File: src/hw/tsp_regs.svh
// register offsets, field positions, reset values and counts of the touch state processor
`ifndef TSP_REGS_SVH
`define TSP_REGS_SVH

`define TSP_OFF_CTRL     8'h00
`define TSP_OFF_RES      8'h04
`define TSP_OFF_FTH      8'h08
`define TSP_OFF_HYST     8'h0c
`define TSP_OFF_NTH      8'h10
`define TSP_OFF_NNTH     8'h14
`define TSP_OFF_DEB      8'h18
`define TSP_OFF_LBR      8'h1c
`define TSP_OFF_STATUS   8'h20
`define TSP_OFF_SLOTSEL  8'h24
`define TSP_OFF_BASE     8'h28
`define TSP_OFF_DIFF     8'h2c

`define TSP_CTRL_ENABLE  0
`define TSP_CTRL_LP      1
`define TSP_CTRL_GUARD   2
`define TSP_CTRL_AUTORST 3
`define TSP_CTRL_MATRIX  4

`define TSP_RST_RES      5'h10
`define TSP_RST_FTH      16'h0064
`define TSP_RST_HYST     16'h000a
`define TSP_RST_NTH      16'h0028
`define TSP_RST_NNTH     16'h0028
`define TSP_RST_DEB      8'h03
`define TSP_RST_LBR      8'h32

`define TSP_NUM_SLOTS    10
`define TSP_SLOT_GUARD   4'h8
`define TSP_SLOT_GANG    4'h9
`define TSP_SLOT_LAST    4'h7
`define TSP_MASK_GANG    9'h0ff
`define TSP_BL_SHIFT     3

`endif

File: src/hw/tsp_pkg.sv
// types shared by the touch state processor files
`default_nettype none
package tsp_pkg;

	typedef struct packed {
		logic matrix_en;
		logic auto_reset;
		logic guard_en;
		logic lp_en;
		logic enable;
	} tsp_ctrl_t;

	typedef struct packed {
		logic [4:0]  res;
		logic [15:0] fth;
		logic [15:0] hyst;
		logic [15:0] nth;
		logic [15:0] nnth;
		logic [7:0]  deb;
		logic [7:0]  lbr;
		logic        auto_reset;
	} tsp_params_t;

	typedef struct packed {
		logic [15:0] base;
		logic [7:0]  deb_cnt;
		logic [7:0]  low_cnt;
		logic        on;
		logic        init;
	} tsp_slot_t;

	typedef enum logic [1:0] {
		ST_IDLE,
		ST_REQ,
		ST_WAIT
	} tsp_scan_st_t;

endpackage : tsp_pkg
`default_nettype wire

File: src/hw/tsp_core.sv
// touch state processor: apb registers, scan sequencer and per-sensor state
`timescale 1ns/1ns
`default_nettype none
`include "tsp_regs.svh"

// Behaviour
// RULE1 - difference is raw minus baseline, zero if negative or under noise threshold
// RULE2 - baseline slowly tracks raw count, weakly following sudden changes
// RULE3 - on above threshold plus hysteresis, off below threshold minus hysteresis
// RULE4 - touch declared only after debounce consecutive samples above upper bound
// RULE5 - count abnormally low samples; past the limit, baseline loads raw count
// RULE6 - every button reports only two states, touched or not touched
// RULE7 - ganged sensors scanned together give one raw count
// RULE8 - low power scans ganged; a touch there starts individual scanning
// RULE9 - a touched guard sensor suppresses scanning of all other sensors
// RULE10 - four rows by four columns resolve sixteen keys, one valid at once
// RULE11 - baseline tracks only while baseline minus raw stays below negative threshold
// RULE12 - auto reset updates baseline always, else only when difference is under noise; the code does not track a low sample (RULE11) even with auto reset
// RULE13 - front end delivers raw counts as wide as the scan resolution
// RULE14 - between hysteresis bounds the reported state is held
// RULE15 - one full update per completed scan with valid raw count
module tsp_core (
	input  wire logic        core_clk,
	input  wire logic        rst_b,
	input  wire logic        psel,
	input  wire logic        penable,
	input  wire logic        pwrite,
	input  wire logic [7:0]  paddr,
	input  wire logic [31:0] pwdata,
	output logic [31:0]      prdata,
	output logic             pready,
	output logic             pslverr,
	output logic             fe_scan_start,
	output logic [8:0]       fe_scan_mask,
	input  wire logic        fe_scan_done,
	input  wire logic [15:0] fe_raw_count,
	output logic [7:0]       sensor_on,
	output logic             guard_on,
	output logic             active_mode,
	output logic             touch_valid,
	output logic [1:0]       touch_row,
	output logic [1:0]       touch_col
);

	tsp_pkg::tsp_ctrl_t    ctrl_q;
	tsp_pkg::tsp_params_t  prm;
	logic [4:0]            res_q;
	logic [15:0]           fth_q;
	logic [15:0]           hyst_q;
	logic [15:0]           nth_q;
	logic [15:0]           nnth_q;
	logic [7:0]            deb_q;
	logic [7:0]            lbr_q;
	logic [3:0]            sel_q;

	tsp_pkg::tsp_slot_t    slot_q [0:`TSP_NUM_SLOTS-1];
	logic [15:0]           diff_q [0:`TSP_NUM_SLOTS-1];
	tsp_pkg::tsp_slot_t    calc_nxt;
	logic [15:0]           calc_diff;

	tsp_pkg::tsp_scan_st_t st_q;
	tsp_pkg::tsp_scan_st_t st_d;
	logic [3:0]            cur_q;
	logic [3:0]            cur_d;
	logic                  active_q;
	logic                  active_d;
	logic                  start_q;
	logic [8:0]            mask_q;
	logic [8:0]            mask_d;
	logic                  done_ev;
	logic [3:0]            first_slot;

	logic                  wr_en;
	logic                  setup;
	logic [31:0]           rd_d;
	logic                  err_d;
	logic [31:0]           prdata_q;
	logic                  err_q;

	logic [7:0]            on_vec;
	logic [3:0]            rows;
	logic [3:0]            cols;
	logic                  tv_q;
	logic [1:0]            row_q;
	logic [1:0]            col_q;

	function automatic logic one_hot(input logic [3:0] v);
		one_hot = (v != 4'h0) && ((v & (v - 4'h1)) == 4'h0);
	endfunction : one_hot

	function automatic logic [1:0] enc4(input logic [3:0] v);
		enc4 = v[3] ? 2'h3 : v[2] ? 2'h2 : v[1] ? 2'h1 : 2'h0;
	endfunction : enc4

	// apb register access
	assign setup  = psel && !penable;
	assign wr_en  = psel && penable && pwrite;
	assign pready = 1'b1;

	always_ff @(posedge core_clk) begin
		if (!rst_b) begin
			ctrl_q <= '0;
			res_q  <= `TSP_RST_RES;
			fth_q  <= `TSP_RST_FTH;
			hyst_q <= `TSP_RST_HYST;
			nth_q  <= `TSP_RST_NTH;
			nnth_q <= `TSP_RST_NNTH;
			deb_q  <= `TSP_RST_DEB;
			lbr_q  <= `TSP_RST_LBR;
			sel_q  <= 4'h0;
		end else if (wr_en) begin
			case (paddr)
				`TSP_OFF_CTRL: begin
					ctrl_q.enable     <= pwdata[`TSP_CTRL_ENABLE];
					ctrl_q.lp_en      <= pwdata[`TSP_CTRL_LP];
					ctrl_q.guard_en   <= pwdata[`TSP_CTRL_GUARD];
					ctrl_q.auto_reset <= pwdata[`TSP_CTRL_AUTORST];
					ctrl_q.matrix_en  <= pwdata[`TSP_CTRL_MATRIX];
				end
				`TSP_OFF_RES:     res_q  <= pwdata[4:0];
				`TSP_OFF_FTH:     fth_q  <= pwdata[15:0];
				`TSP_OFF_HYST:    hyst_q <= pwdata[15:0];
				`TSP_OFF_NTH:     nth_q  <= pwdata[15:0];
				`TSP_OFF_NNTH:    nnth_q <= pwdata[15:0];
				`TSP_OFF_DEB:     deb_q  <= pwdata[7:0];
				`TSP_OFF_LBR:     lbr_q  <= pwdata[7:0];
				`TSP_OFF_SLOTSEL: sel_q  <= pwdata[3:0];
				default: begin
				end
			endcase
		end
	end

	// read data is decoded in the setup phase and held through the access phase
	always_comb begin
		rd_d  = 32'h0000_0000;
		err_d = 1'b0;
		case (paddr)
			`TSP_OFF_CTRL: begin
				rd_d[`TSP_CTRL_ENABLE]  = ctrl_q.enable;
				rd_d[`TSP_CTRL_LP]      = ctrl_q.lp_en;
				rd_d[`TSP_CTRL_GUARD]   = ctrl_q.guard_en;
				rd_d[`TSP_CTRL_AUTORST] = ctrl_q.auto_reset;
				rd_d[`TSP_CTRL_MATRIX]  = ctrl_q.matrix_en;
			end
			`TSP_OFF_RES:     rd_d[4:0]  = res_q;
			`TSP_OFF_FTH:     rd_d[15:0] = fth_q;
			`TSP_OFF_HYST:    rd_d[15:0] = hyst_q;
			`TSP_OFF_NTH:     rd_d[15:0] = nth_q;
			`TSP_OFF_NNTH:    rd_d[15:0] = nnth_q;
			`TSP_OFF_DEB:     rd_d[7:0]  = deb_q;
			`TSP_OFF_LBR:     rd_d[7:0]  = lbr_q;
			`TSP_OFF_STATUS: begin
				rd_d[7:0]   = on_vec;
				rd_d[8]     = slot_q[`TSP_SLOT_GUARD].on;
				rd_d[9]     = slot_q[`TSP_SLOT_GANG].on;
				rd_d[10]    = active_q;
				rd_d[11]    = tv_q;
				rd_d[13:12] = row_q;
				rd_d[15:14] = col_q;
			end
			`TSP_OFF_SLOTSEL: rd_d[3:0]  = sel_q;
			`TSP_OFF_BASE: begin
				if (sel_q < 4'(`TSP_NUM_SLOTS)) begin
					rd_d[15:0] = slot_q[sel_q].base;
				end
			end
			`TSP_OFF_DIFF: begin
				if (sel_q < 4'(`TSP_NUM_SLOTS)) begin
					rd_d[15:0] = diff_q[sel_q];
				end
			end
			default:          err_d      = 1'b1;
		endcase
	end

	always_ff @(posedge core_clk) begin
		if (!rst_b) begin
			prdata_q <= 32'h0000_0000;
			err_q    <= 1'b0;
		end else if (setup) begin
			prdata_q <= pwrite ? 32'h0000_0000 : rd_d;
			err_q    <= err_d;
		end
	end

	assign prdata  = prdata_q;
	assign pslverr = psel && penable && err_q;

	// per-sensor processing
	// one driver for the whole parameter bundle handed to the slot calculator
	always_comb begin
		prm.res        = res_q;
		prm.fth        = fth_q;
		prm.hyst       = hyst_q;
		prm.nth        = nth_q;
		prm.nnth       = nnth_q;
		prm.deb        = deb_q;
		prm.lbr        = lbr_q;
		prm.auto_reset = ctrl_q.auto_reset;
	end

	tsp_slot_calc u_calc (
		.prm  (prm),
		.raw  (fe_raw_count),
		.cur  (slot_q[cur_q]),
		.nxt  (calc_nxt),
		.diff (calc_diff)
	);

	// a completed scan counts only while the sequencer waits for it
	assign done_ev = (st_q == tsp_pkg::ST_WAIT) && fe_scan_done;

	always_ff @(posedge core_clk) begin
		if (!rst_b) begin
			for (int i = 0; i < `TSP_NUM_SLOTS; i++) begin
				slot_q[i] <= '0;
				diff_q[i] <= 16'h0000;
			end
		end else if (done_ev) begin
			slot_q[cur_q] <= calc_nxt; // [RULE15]
			diff_q[cur_q] <= calc_diff;
		end
	end

	// scan sequencer
	assign first_slot = ctrl_q.guard_en ? `TSP_SLOT_GUARD : 4'h0;

	always_comb begin
		st_d     = st_q;
		cur_d    = cur_q;
		active_d = active_q;
		case (st_q)
			tsp_pkg::ST_IDLE: begin
				if (ctrl_q.enable) begin
					st_d     = tsp_pkg::ST_REQ;
					active_d = !ctrl_q.lp_en;
					cur_d    = ctrl_q.lp_en ? `TSP_SLOT_GANG : first_slot; // [RULE8]
				end
			end
			tsp_pkg::ST_REQ: begin
				st_d = tsp_pkg::ST_WAIT;
			end
			tsp_pkg::ST_WAIT: begin
				if (fe_scan_done) begin
					st_d = ctrl_q.enable ? tsp_pkg::ST_REQ : tsp_pkg::ST_IDLE;
					if (cur_q == `TSP_SLOT_GANG) begin
						if (ctrl_q.enable && (calc_nxt.on || !ctrl_q.lp_en)) begin
							active_d = 1'b1; // [RULE8]
							cur_d    = first_slot;
						end
					end else if (cur_q == `TSP_SLOT_GUARD) begin
						// a wet panel keeps only the guard in the scan loop
						cur_d = calc_nxt.on ? `TSP_SLOT_GUARD : 4'h0; // [RULE9]
					end else if (cur_q == `TSP_SLOT_LAST) begin
						// the last slot's fresh result is not yet in on_vec
						if (ctrl_q.lp_en && on_vec[6:0] == 7'h00 && !calc_nxt.on) begin
							active_d = 1'b0; // [RULE8]
							cur_d    = `TSP_SLOT_GANG;
						end else begin
							cur_d = first_slot;
						end
					end else begin
						cur_d = cur_q + 4'h1;
					end
				end
			end
			default: begin
				st_d = tsp_pkg::ST_IDLE;
			end
		endcase
	end

	always_ff @(posedge core_clk) begin
		if (!rst_b) begin
			st_q     <= tsp_pkg::ST_IDLE;
			cur_q    <= 4'h0;
			active_q <= 1'b0;
		end else begin
			st_q     <= st_d;
			cur_q    <= cur_d;
			active_q <= active_d;
		end
	end

	// ganged slot connects all buttons at once for one raw count
	always_comb begin
		if (cur_d == `TSP_SLOT_GANG) begin
			mask_d = `TSP_MASK_GANG; // [RULE7]
		end else begin
			mask_d = 9'h001 << cur_d;
		end
	end

	always_ff @(posedge core_clk) begin
		if (!rst_b) begin
			start_q <= 1'b0;
			mask_q  <= 9'h000;
		end else begin
			start_q <= (st_d == tsp_pkg::ST_REQ);
			if (st_d == tsp_pkg::ST_REQ) begin
				mask_q <= mask_d;
			end
		end
	end

	assign fe_scan_start = start_q;
	assign fe_scan_mask  = mask_q;

	// sensor state outputs
	always_comb begin
		for (int i = 0; i < 8; i++) begin
			on_vec[i] = slot_q[i].on; // [RULE6]
		end
	end

	assign rows = on_vec[3:0];
	assign cols = on_vec[7:4];

	// one row and one column touched makes one valid key, anything else none
	always_ff @(posedge core_clk) begin
		if (!rst_b) begin
			tv_q  <= 1'b0;
			row_q <= 2'h0;
			col_q <= 2'h0;
		end else begin
			tv_q  <= ctrl_q.matrix_en && one_hot(rows) && one_hot(cols); // [RULE10]
			row_q <= enc4(rows);
			col_q <= enc4(cols);
		end
	end

	assign sensor_on   = on_vec;
	assign guard_on    = slot_q[`TSP_SLOT_GUARD].on;
	assign active_mode = active_q;
	assign touch_valid = tv_q;
	assign touch_row   = row_q;
	assign touch_col   = col_q;

endmodule : tsp_core
`default_nettype wire

File: src/hw/tsp_slot_calc.sv
// per-scan baseline, difference, debounce and state update of one sensor slot
`timescale 1ns/1ns
`default_nettype none
`include "tsp_regs.svh"

module tsp_slot_calc (
	input  wire tsp_pkg::tsp_params_t prm,
	input  wire logic [15:0]          raw,
	input  wire tsp_pkg::tsp_slot_t   cur,
	output tsp_pkg::tsp_slot_t        nxt,
	output logic [15:0]               diff
);

	logic [15:0] mask;
	logic [15:0] raw_m;
	logic [16:0] up;
	logic [16:0] dn;
	logic        pos;
	logic        low;
	logic [16:0] on_thr;
	logic [15:0] off_thr;
	logic [7:0]  deb_need;
	logic [16:0] step;

	// raw counts only carry as many bits as the scan resolution
	assign mask     = ~(16'hffff << prm.res);
	assign raw_m    = raw & mask;
	assign up       = {1'b0, raw_m} - {1'b0, cur.base};
	assign dn       = {1'b0, cur.base} - {1'b0, raw_m};
	assign pos      = ~up[16];
	assign diff     = (pos && up[15:0] >= prm.nth) ? up[15:0] : 16'h0000; // [RULE1]
	assign low      = ~pos && (dn[15:0] >= prm.nnth); // [RULE11]
	assign on_thr   = {1'b0, prm.fth} + {1'b0, prm.hyst};
	assign off_thr  = (prm.fth > prm.hyst) ? prm.fth - prm.hyst : 16'h0000;
	assign deb_need = (prm.deb == 8'h00) ? 8'h01 : prm.deb;

	// slow first-order tracking, at least one count per sample toward raw
	always_comb begin
		step = $signed(up) >>> `TSP_BL_SHIFT; // [RULE2]
		if (step == 17'h00000 && up != 17'h00000) begin
			step = pos ? 17'h00001 : 17'h1ffff;
		end
	end

	always_comb begin
		nxt      = cur;
		nxt.init = 1'b1;
		if (!cur.init) begin
			nxt.base    = raw_m;
			nxt.deb_cnt = 8'h00;
			nxt.low_cnt = 8'h00;
			nxt.on      = 1'b0;
		end else begin
			if (low) begin
				if (cur.low_cnt >= prm.lbr) begin
					nxt.base    = raw_m; // [RULE5]
					nxt.low_cnt = 8'h00;
				end else begin
					nxt.low_cnt = cur.low_cnt + 8'h01; // [RULE5]
				end
			end else begin
				nxt.low_cnt = 8'h00;
				if (prm.auto_reset || !pos || up[15:0] < prm.nth) begin
					nxt.base = cur.base + step[15:0]; // [RULE12]
				end
			end
			if ({1'b0, diff} > on_thr) begin
				if ({1'b0, cur.deb_cnt} + 9'h001 >= {1'b0, deb_need}) begin
					nxt.on = 1'b1; // [RULE3] [RULE4]
				end else begin
					nxt.deb_cnt = cur.deb_cnt + 8'h01; // [RULE4]
				end
			end else begin
				nxt.deb_cnt = 8'h00;
				if (diff < off_thr) begin
					nxt.on = 1'b0; // [RULE3]
				end
				// otherwise the reported state is kept [RULE14]
			end
		end
	end

endmodule : tsp_slot_calc
`default_nettype wire

File: config.mk
export PLATFORM = sky130hd
export DESIGN_NAME = tsp_core
export DESIGN_NICKNAME = d
export VERILOG_FILES = /design/src/hw/tsp_pkg.sv /design/src/hw/tsp_core.sv /design/src/hw/tsp_slot_calc.sv
export VERILOG_INCLUDE_DIRS = /design/src /design/src/hw
export SDC_FILE = /design/constraint.sdc
export NUM_CORES = 2
export LEC_CHECK = 0
export BUFFER_PORTS_ARGS = -buffer_cell sky130_fd_sc_hd__buf_2
export CAP_MARGIN = 20
export CELL_PAD_IN_SITES_DETAIL_PLACEMENT = 1
export CELL_PAD_IN_SITES_GLOBAL_PLACEMENT = 2
export CORE_MARGIN = 5
export CORE_UTILIZATION = 30
export DETAILED_ROUTE_END_ITERATION = 6
export PLACE_DENSITY = 0.61
export SLEW_MARGIN = 10
export SYNTH_ARGS = -nofsm -noshare
export SYNTH_HDL_FRONTEND = slang
export SYNTH_SLANG_ARGS = --single-unit
File: constraint.sdc
create_clock -name core_clk -period 10.3 [get_ports core_clk]
set_clock_uncertainty 0.05 [all_clocks]
set_input_delay 3.09 -clock core_clk [delete_from_list [all_inputs] [get_ports core_clk]]
set_output_delay 3.09 -clock core_clk [all_outputs]
set_load 0.02 [all_outputs]
* Yosys cells after proc, flatten, opt, wreduce, memory -nomap -nowiden
Memory sizes are Yosys's and may differ from the RTL's. A register that Yosys moved wholly into a read port is not among the register bits. Cells that the tools add are included.
Storage, ports and cells: flip-flop bits (word level) 149, bits in latches 0, bits in writable memories 500, ROM bits 0, input bits 62, output and inout port bits 59, word-level logic and storage cells 190, memories 2
Cells by class: add/subtract/negate cells 11, multiply operators 0, divide/modulo/power cells 0, magnitude comparators 9, eq/ne operators 24, shift operators 2, muxes and demuxes 69, bitwise operators 5, reduce and logical (&&, ||, !) cells 45
Memories:
- slot_q | words 10, bits a word 34, read ports 12, clocked after memory_dff 2, write ports 10, line tsp_core.sv:56 | tsp_pkg::tsp_slot_t slot_q [0:`TSP_NUM_SLOTS-1];
- diff_q | words 10, bits a word 16, read ports 1, clocked after memory_dff 1, write ports 10, line tsp_core.sv:57 | logic [15:0] diff_q [0:`TSP_NUM_SLOTS-1];
Operator list (number):
- 16-bit 2-to-1 mux | 11
- 4-bit 2-to-1 mux | 17
- 8-bit case mux with 7 select lines | 1
- 4-bit case mux with 12 select lines | 1
- 8-bit 2-to-1 mux | 5
- 34-bit 2-to-1 mux | 1
- 34-bit OR reduction | 1
- 33-bit 2-to-1 mux | 1
- 8-bit by 5-bit == test with 1-bit output, second input constant | 4
- 8-bit by 6-bit == test with 1-bit output, second input constant | 4
- 16-bit >= comparator | 2
- 16-bit < comparator | 2
- 16-bit subtractor | 2
- 3-bit case mux with 9 select lines | 1
- 1-bit 2-to-1 mux | 20
- 2-bit AND reduction | 9
- 16-bit by 16-bit adder with 17-bit output | 1
- 16-bit by 17-bit > comparator with 1-bit output | 1
- 17-bit logical NOT | 1
- 17-bit nonzero test | 1
- 16-bit by 16-bit subtractor with 17-bit output | 1
- 16-bit adder | 1
- 8-bit by 1-bit adder with 8-bit output, second input constant | 2
- 16-bit bitwise AND | 1
- 40 further kinds | 74

* Logic depth before layout (Yosys ltp)
depth in word-level cells 21, gate-level depth with buffers 44, gate-level depth less buffers 35

* Modules after synthesis
A second synthesis with hierarchy kept.
Unflattened totals: cells, all modules 3666, area total of the unflattened synthesis 48111.1 um2
Modules (own cells, without submodules):
- tsp_core | times used 1, cells each 2713, area an instance 41252.1 um2, seq. area each 26765.7 um2
- tsp_slot_calc | times used 1, cells each 953, area an instance 6859.1 um2, seq. area each 0.0 um2

* Least setup slack after synthesis
No wires, ideal clock.
kind reg-to-reg, start point reg cur_q[0], end point reg mask_q[4] (netlist: fe_scan_mask[4]), library setup time 0.083 ns, data arrival time 10.622 ns, required time 10.167 ns, setup slack -0.455 ns, cell stages (with the launch flop) 45, buffers on the path 9, clock period less this slack 10.755 ns, path through dfxtp_1 buf_6 buf_8 buf_2 buf_4 buf_2 buf_2 buf_1 mux4_2 mux4_2 inv_1 ha_1 nor2b_1 o21ai_0 nand2b_1 a21o_1 a21o_1 a21oi_1 [9 not listed] a21oi_1 clkbuf_1 nand2_1 clkbuf_1 inv_1 ha_1 a211oi_1 o21ai_0 a221oi_1 nor3b_1 nand2b_1 a311oi_1 a21oi_1 or4b_4 a31oi_4 a21boi_4 mux2_4 o31ai_4
On the way: longest elaborated chain between the ends 8, elaborated cells between the ends (all ways) 14, those cells by class 1 x add/sub; 4 x eq/ne; 1 x shift; 8 x mux
Ends and longest elaborated chain:
- from (decl) | line tsp_core.sv:63 | logic [3:0] cur_q;
- from (signal assigned) | line tsp_core.sv:281 | cur_q <= cur_d;
- 4-bit by 1-bit adder with 4-bit output or 4-bit by 3-bit == test with 1-bit output (tied branches)
- 4-bit 2-to-1 mux | line tsp_core.sv:255 | end else if (cur_q == `TSP_SLOT_LAST) begin
- 4-bit 2-to-1 mux | line tsp_core.sv:252 | end else if (cur_q == `TSP_SLOT_GUARD) begin
- 4-bit 2-to-1 mux | line tsp_core.sv:247 | if (cur_q == `TSP_SLOT_GANG) begin
- 4-bit 2-to-1 mux | line tsp_core.sv:245 | if (fe_scan_done) begin
- 4-bit case mux with 2 select lines (*) | line tsp_core.sv:233 | case (st_q)
- 4-bit == test (no source line) or 1-bit by 4-bit << shifter with 9-bit output (tied branches)
- 9-bit 2-to-1 mux (*) | line tsp_core.sv:288 | if (cur_d == `TSP_SLOT_GANG) begin
- to (signal assigned) | line tsp_core.sv:302 | mask_q <= mask_d;
- to (decl) | line tsp_core.sv:68 | logic [8:0] mask_q;
Mark *: on every way between the ends. The rest lies on a longest branch, timed or not. A chain may end at the register's enable or synchronous reset.

* Final worst setup path
start point in fe_raw_count[1], end point reg mask_q[4] (netlist: fe_scan_mask[4])
On the way: longest elaborated chain between the ends 19, elaborated cells between the ends (all ways) 26, those cells by class 1 x add/sub; 3 x order compare; 1 x eq/ne; 1 x shift; 13 x mux; 2 x bitwise; 5 x reduce/logical
Ends and longest elaborated chain:
- from (decl) | line tsp_core.sv:36 | input wire logic [15:0] fe_raw_count,
- 16-bit bitwise AND (*) | line tsp_slot_calc.sv:27 | assign raw_m = raw & mask;
- 16-bit by 16-bit subtractor with 17-bit output (*) | line tsp_slot_calc.sv:28 | assign up = {1'b0, raw_m} - {1'b0, cur.base};
- 16-bit >= comparator or 1-bit inverter (tied branches) | line tsp_slot_calc.sv:31, tsp_slot_calc.sv:30
- 1-bit logical AND | line tsp_slot_calc.sv:31 | assign diff = (pos && up[15:0] >= prm.nth) ? up[15:0] : 16'h0000;
- 16-bit 2-to-1 mux (*) | line tsp_slot_calc.sv:31
- 16-bit < comparator | line tsp_slot_calc.sv:75 | if (diff < off_thr) begin
- 1-bit 2-to-1 mux | line tsp_slot_calc.sv:75
- 1-bit 2-to-1 mux (*) | line tsp_slot_calc.sv:67 | if ({1'b0, diff} > on_thr) begin
- [3 not listed]
- 4-bit 2-to-1 mux | line tsp_core.sv:257 | if (ctrl_q.lp_en && on_vec[6:0] == 7'h00 && !calc_nxt.on) begin
- 4-bit 2-to-1 mux | line tsp_core.sv:255
- 4-bit 2-to-1 mux | line tsp_core.sv:252
- 4-bit 2-to-1 mux (*) | line tsp_core.sv:247
- 4-bit 2-to-1 mux (*) | line tsp_core.sv:245
- 4-bit case mux with 2 select lines (*) | line tsp_core.sv:233
- 4-bit == test (no source line) or 1-bit by 4-bit << shifter with 9-bit output (tied branches)
- 9-bit 2-to-1 mux (*) | line tsp_core.sv:288
Marked as above.

==> results.sh <==
export IMPL_outcome="complete, no violations"
export IMPL_drc=0
export IMPL_clkTransAtPathRegs_ps=60
export IMPL_min_path_type="flop to flop"
export IMPL_maxSlewHeadroom_pct=21.5
export IMPL_r2r_cells=35
export IMPL_place_gp_congestion=0.829
export IMPL_synthFlopType="edfxtp_1"
export IMPL_synth_top_area_share_pct=50.3
export IMPL_yosysWarningCount=0
export IMPL_grt_setup_unrepaired="no"
export IMPL_path_delay_family="simple AND/OR/NAND/NOR gates"
export IMPL_start_util_pct=30.2
export IMPL_setup_violations=0
export IMPL_yosys_area_top_type="edfxtp_1"
export IMPL_die_w_um=409
export IMPL_via_per_inst=5.34
export IMPL_pwr_share_clk_pct=43.7
export IMPL_drt_iter0_drc=2707
export IMPL_nets=4178
export IMPL_ctsHoldBuffers=0
export IMPL_ios=121
export IMPL_wirelength_um=170000
export IMPL_p_seq_share_pct=47.0
export IMPL_synth_enable_flop_cells=800
export IMPL_slew_viol_final=0
export IMPL_first_pass_iters=5
export IMPL_sw_frac_of_total_pct=24.5
export IMPL_arrival_ps=10400
export IMPL_cts_sinks=937
export IMPL_worst_path_buf_inv=3
export IMPL_vias=32700
export IMPL_grt_pass1_wl_um=244000
export IMPL_slowest_delay_ps=590
export IMPL_ant_nets=0
export IMPL_antenna_found_initial=4
export IMPL_dieHeight_um=409
export IMPL_rows=146
export IMPL_netlist_area_um2=47800
export IMPL_clock_latency_ps=730
export IMPL_multi_input_area_um2=19300
export IMPL_r2r_slack_ps=880
export IMPL_hold_ws_ps=409
export IMPL_startpoint="fe_raw_count[1]"
export IMPL_path_class="primary input to flop"
export IMPL_numPortBuffers=87
export IMPL_endpoint_kind="flop"
export IMPL_crit_fanout=8
export IMPL_synth_cell_types=83
export IMPL_worst_pin_slew_ps=1170
export IMPL_maxCapViolCount=0
export IMPL_startpoint_type="primary input"
export IMPL_postSynth_asyncResetShare_pct=0
export IMPL_r2r_end="fe_scan_mask[4]"
export IMPL_cts_buffers=107
export IMPL_r2r_start="cur_q[0]"
export IMPL_syn2layout_area_growth_pct=15.7
export IMPL_combPwrFrac_pct=9.3
export IMPL_ys_ff_latch=937
export IMPL_antenna_cells=0
export IMPL_syn_inst=3792
export IMPL_fmax_mhz=102
export IMPL_postSynthAreaPerCell_um2=12.6
export IMPL_coreArea_um2=158000
export IMPL_cp_required_ps=10890
export IMPL_fill_cells=16800
export IMPL_ir_drop_mv=0.127
export IMPL_period_share_pct=95.3
export IMPL_grtUsageTotal_pct=19.9
export IMPL_power_switching_mw=2.18
export IMPL_pwr_density_cell_nw_per_um2=161
export IMPL_yosysMostFrequentCell="edfxtp_1"
export IMPL_dieArea_um2=167000
export IMPL_final_layout_size_suffix_gt1_share_pct=21.0
export IMPL_critPathCapture="fe_scan_mask[4]"
export IMPL_dp_slack_ps=-592
export IMPL_clockBufferDepth=3
export IMPL_cts_tree="built"
export IMPL_cp_depth=35
export IMPL_grt_start_max_net_pins=74
export IMPL_clockRootBuffer="clkbuf_16"
export IMPL_internal_power_mw=6.72
export IMPL_grt_pass1_vias=34100
export IMPL_grt_ovfl_total=0
export IMPL_fin_setup_tns_ps=0
export IMPL_yosysSeqAreaShare_pct=56.0
export IMPL_drt_wirelength_per_cell_um=27.7
export IMPL_post_dp_hpwl_um=112000
export IMPL_ff_latch_area_um2=26800
export IMPL_htree_levels=3
export IMPL_leakage_nw=19.0
export IMPL_synthTopCellsByCount="edfxtp_1, nor2_1, nand2_1"
export IMPL_cts_setup_buffers=0
export IMPL_hold_violations=0
export IMPL_period_needed_ps=9810
export IMPL_fin_ws_ps=488
export IMPL_synthTopCellsByArea="edfxtp_1, mux4_2, dfxtp_1"
export IMPL_cpMaxStageDelayCell="or4_1"
## layer usage
| metal | share of wire, % | vias up | global-route usage, % | wire (um) |
|---|---|---|---|---|
| met5 | 0 | - | 0 | 0 |
| met4 | 3.4 | 0 | 6.83 | 5720 |
| met3 | 5.2 | 214 | 3.16 | 8790 |
| met2 | 49 | 843 | 33.7 | 82800 |
| met1 | 43 | 17200 | 25.9 | 72400 |
| li1 | - | 14400 | - | - |
## sequential cells by signal, indices dropped and copies added, names as in the netlist, named ones only
name,count
fe_scan_start,1
cur_q,4
prdata,16
slot_q,544
deb_q,8
nth_q,16
res_q,5
hyst_q,16
st_q,2
fth_q,16
err_q,1
diff_q,256
fe_scan_mask,9
lbr_q,8
nnth_q,16
touch_valid,1
active_mode,1
touch_row,2
touch_col,2
sel_q,4
ctrl_q,5
## metrics by stage
stage | power, mW | instance area, um^2 | utilization (%) | instances
after global routing | 9.24 | 55200 | 34.9 | 6114
final | 8.90 | 55200 | 34.9 | 6114
after detailed placement | 5.08 | 51700 | 32.6 | 5913
after global placement | 5.08 | 51600 | 32.6 | 5912
after floorplan | 4.70 | 47800 | - | 3807
after CTS | 9.00 | 55200 | 34.9 | 6113
## how the worst min path moves through the flow
stage / slack, ps / cells past startpoint / from / end
after floorplan: 380 / 2 / ctrl_q[4] / touch_valid
after global placement: 390 / 2 / prdata[4] / prdata[4]
after detailed placement: 400 / 2 / prdata[4] / prdata[4]
after CTS: 410 / 2 / prdata[4] / prdata[4]
after global routing: 430 / 2 / prdata[4] / prdata[4]
final: 410 / 2 / prdata[4] / prdata[4]
## cell type report
| type | instances | share of cell area (%) |
|---|---|---|
| multi-input combinational | 2393 | 35.0 |
| clock buffer | 123 | 4.96 |
| timing repair buffer | 314 | 4.03 |
| clock inverter | 77 | 1.47 |
| tap | 2072 | 4.69 |
| sequential | 937 | 48.5 |
| inverter | 198 | 1.35 |
## placed cells by master (no fill, tap or decap), drive strengths merged, types with 8 or more instances in the layout
master / count
or3: 8
mux2i: 44
clkbuf: 124
o31ai: 11
a22oi: 42
xnor2: 54
nand2: 307
mux4: 289
o21a: 15
a211oi: 74
o21ai: 106
dfxtp: 137
mux2: 16
bufinv: 14
xor2: 26
nand2b: 27
nand3: 70
edfxtp: 800
clkinv: 57
buf: 313
a221oi: 15
ha: 160
nor2: 567
a21boi: 16
nor3: 32
nand4: 16
conb: 17
a21o: 32
nor2b: 47
inv: 201
a31oi: 17
and3: 24
o211ai: 16
a21oi: 183
and2: 36
o21bai: 10
nor4: 16
a222oi: 12
## power groups by stage
stage	clock [mW]	sequential, mW	combinational (mW)
after floorplan	0	4.25	0.450
after global placement	0	4.26	0.818
after detailed placement	0	4.26	0.822
after CTS	3.99	4.18	0.828
after global routing	4.16	4.19	0.897
final	3.89	4.18	0.825
## repair_timing
item,in CTS,in global routing
endpoints found under the hold margin,0,0
gates resized for setup,0,6
setup endpoints to repair,0,19
## worst register-to-register path: cells and delay by family (launching register included)
family | cells | cell delay, ps
xor gates and xnor gates | 1 | 160
AOI/OAI and AO/OA | 12 | 2280
and+or+nand+nor | 12 | 2780
DFF | 1 | 760
buffers and inverters | 3 | 790
muxes | 4 | 1660
adders and majority gates | 3 | 880
## kinds of logic after synthesis
group / synth area share, %
AOI/OAI and AO/OA: 8.26
other: 0.0157
muxes: 14.9
buffers and inverters: 4.07
and+or+nand+nor: 10.8
xor gates and xnor gates: 1.47
DFF: 56.0
adders and majority gates: 4.40
Power figures use the tool's default switching activity.
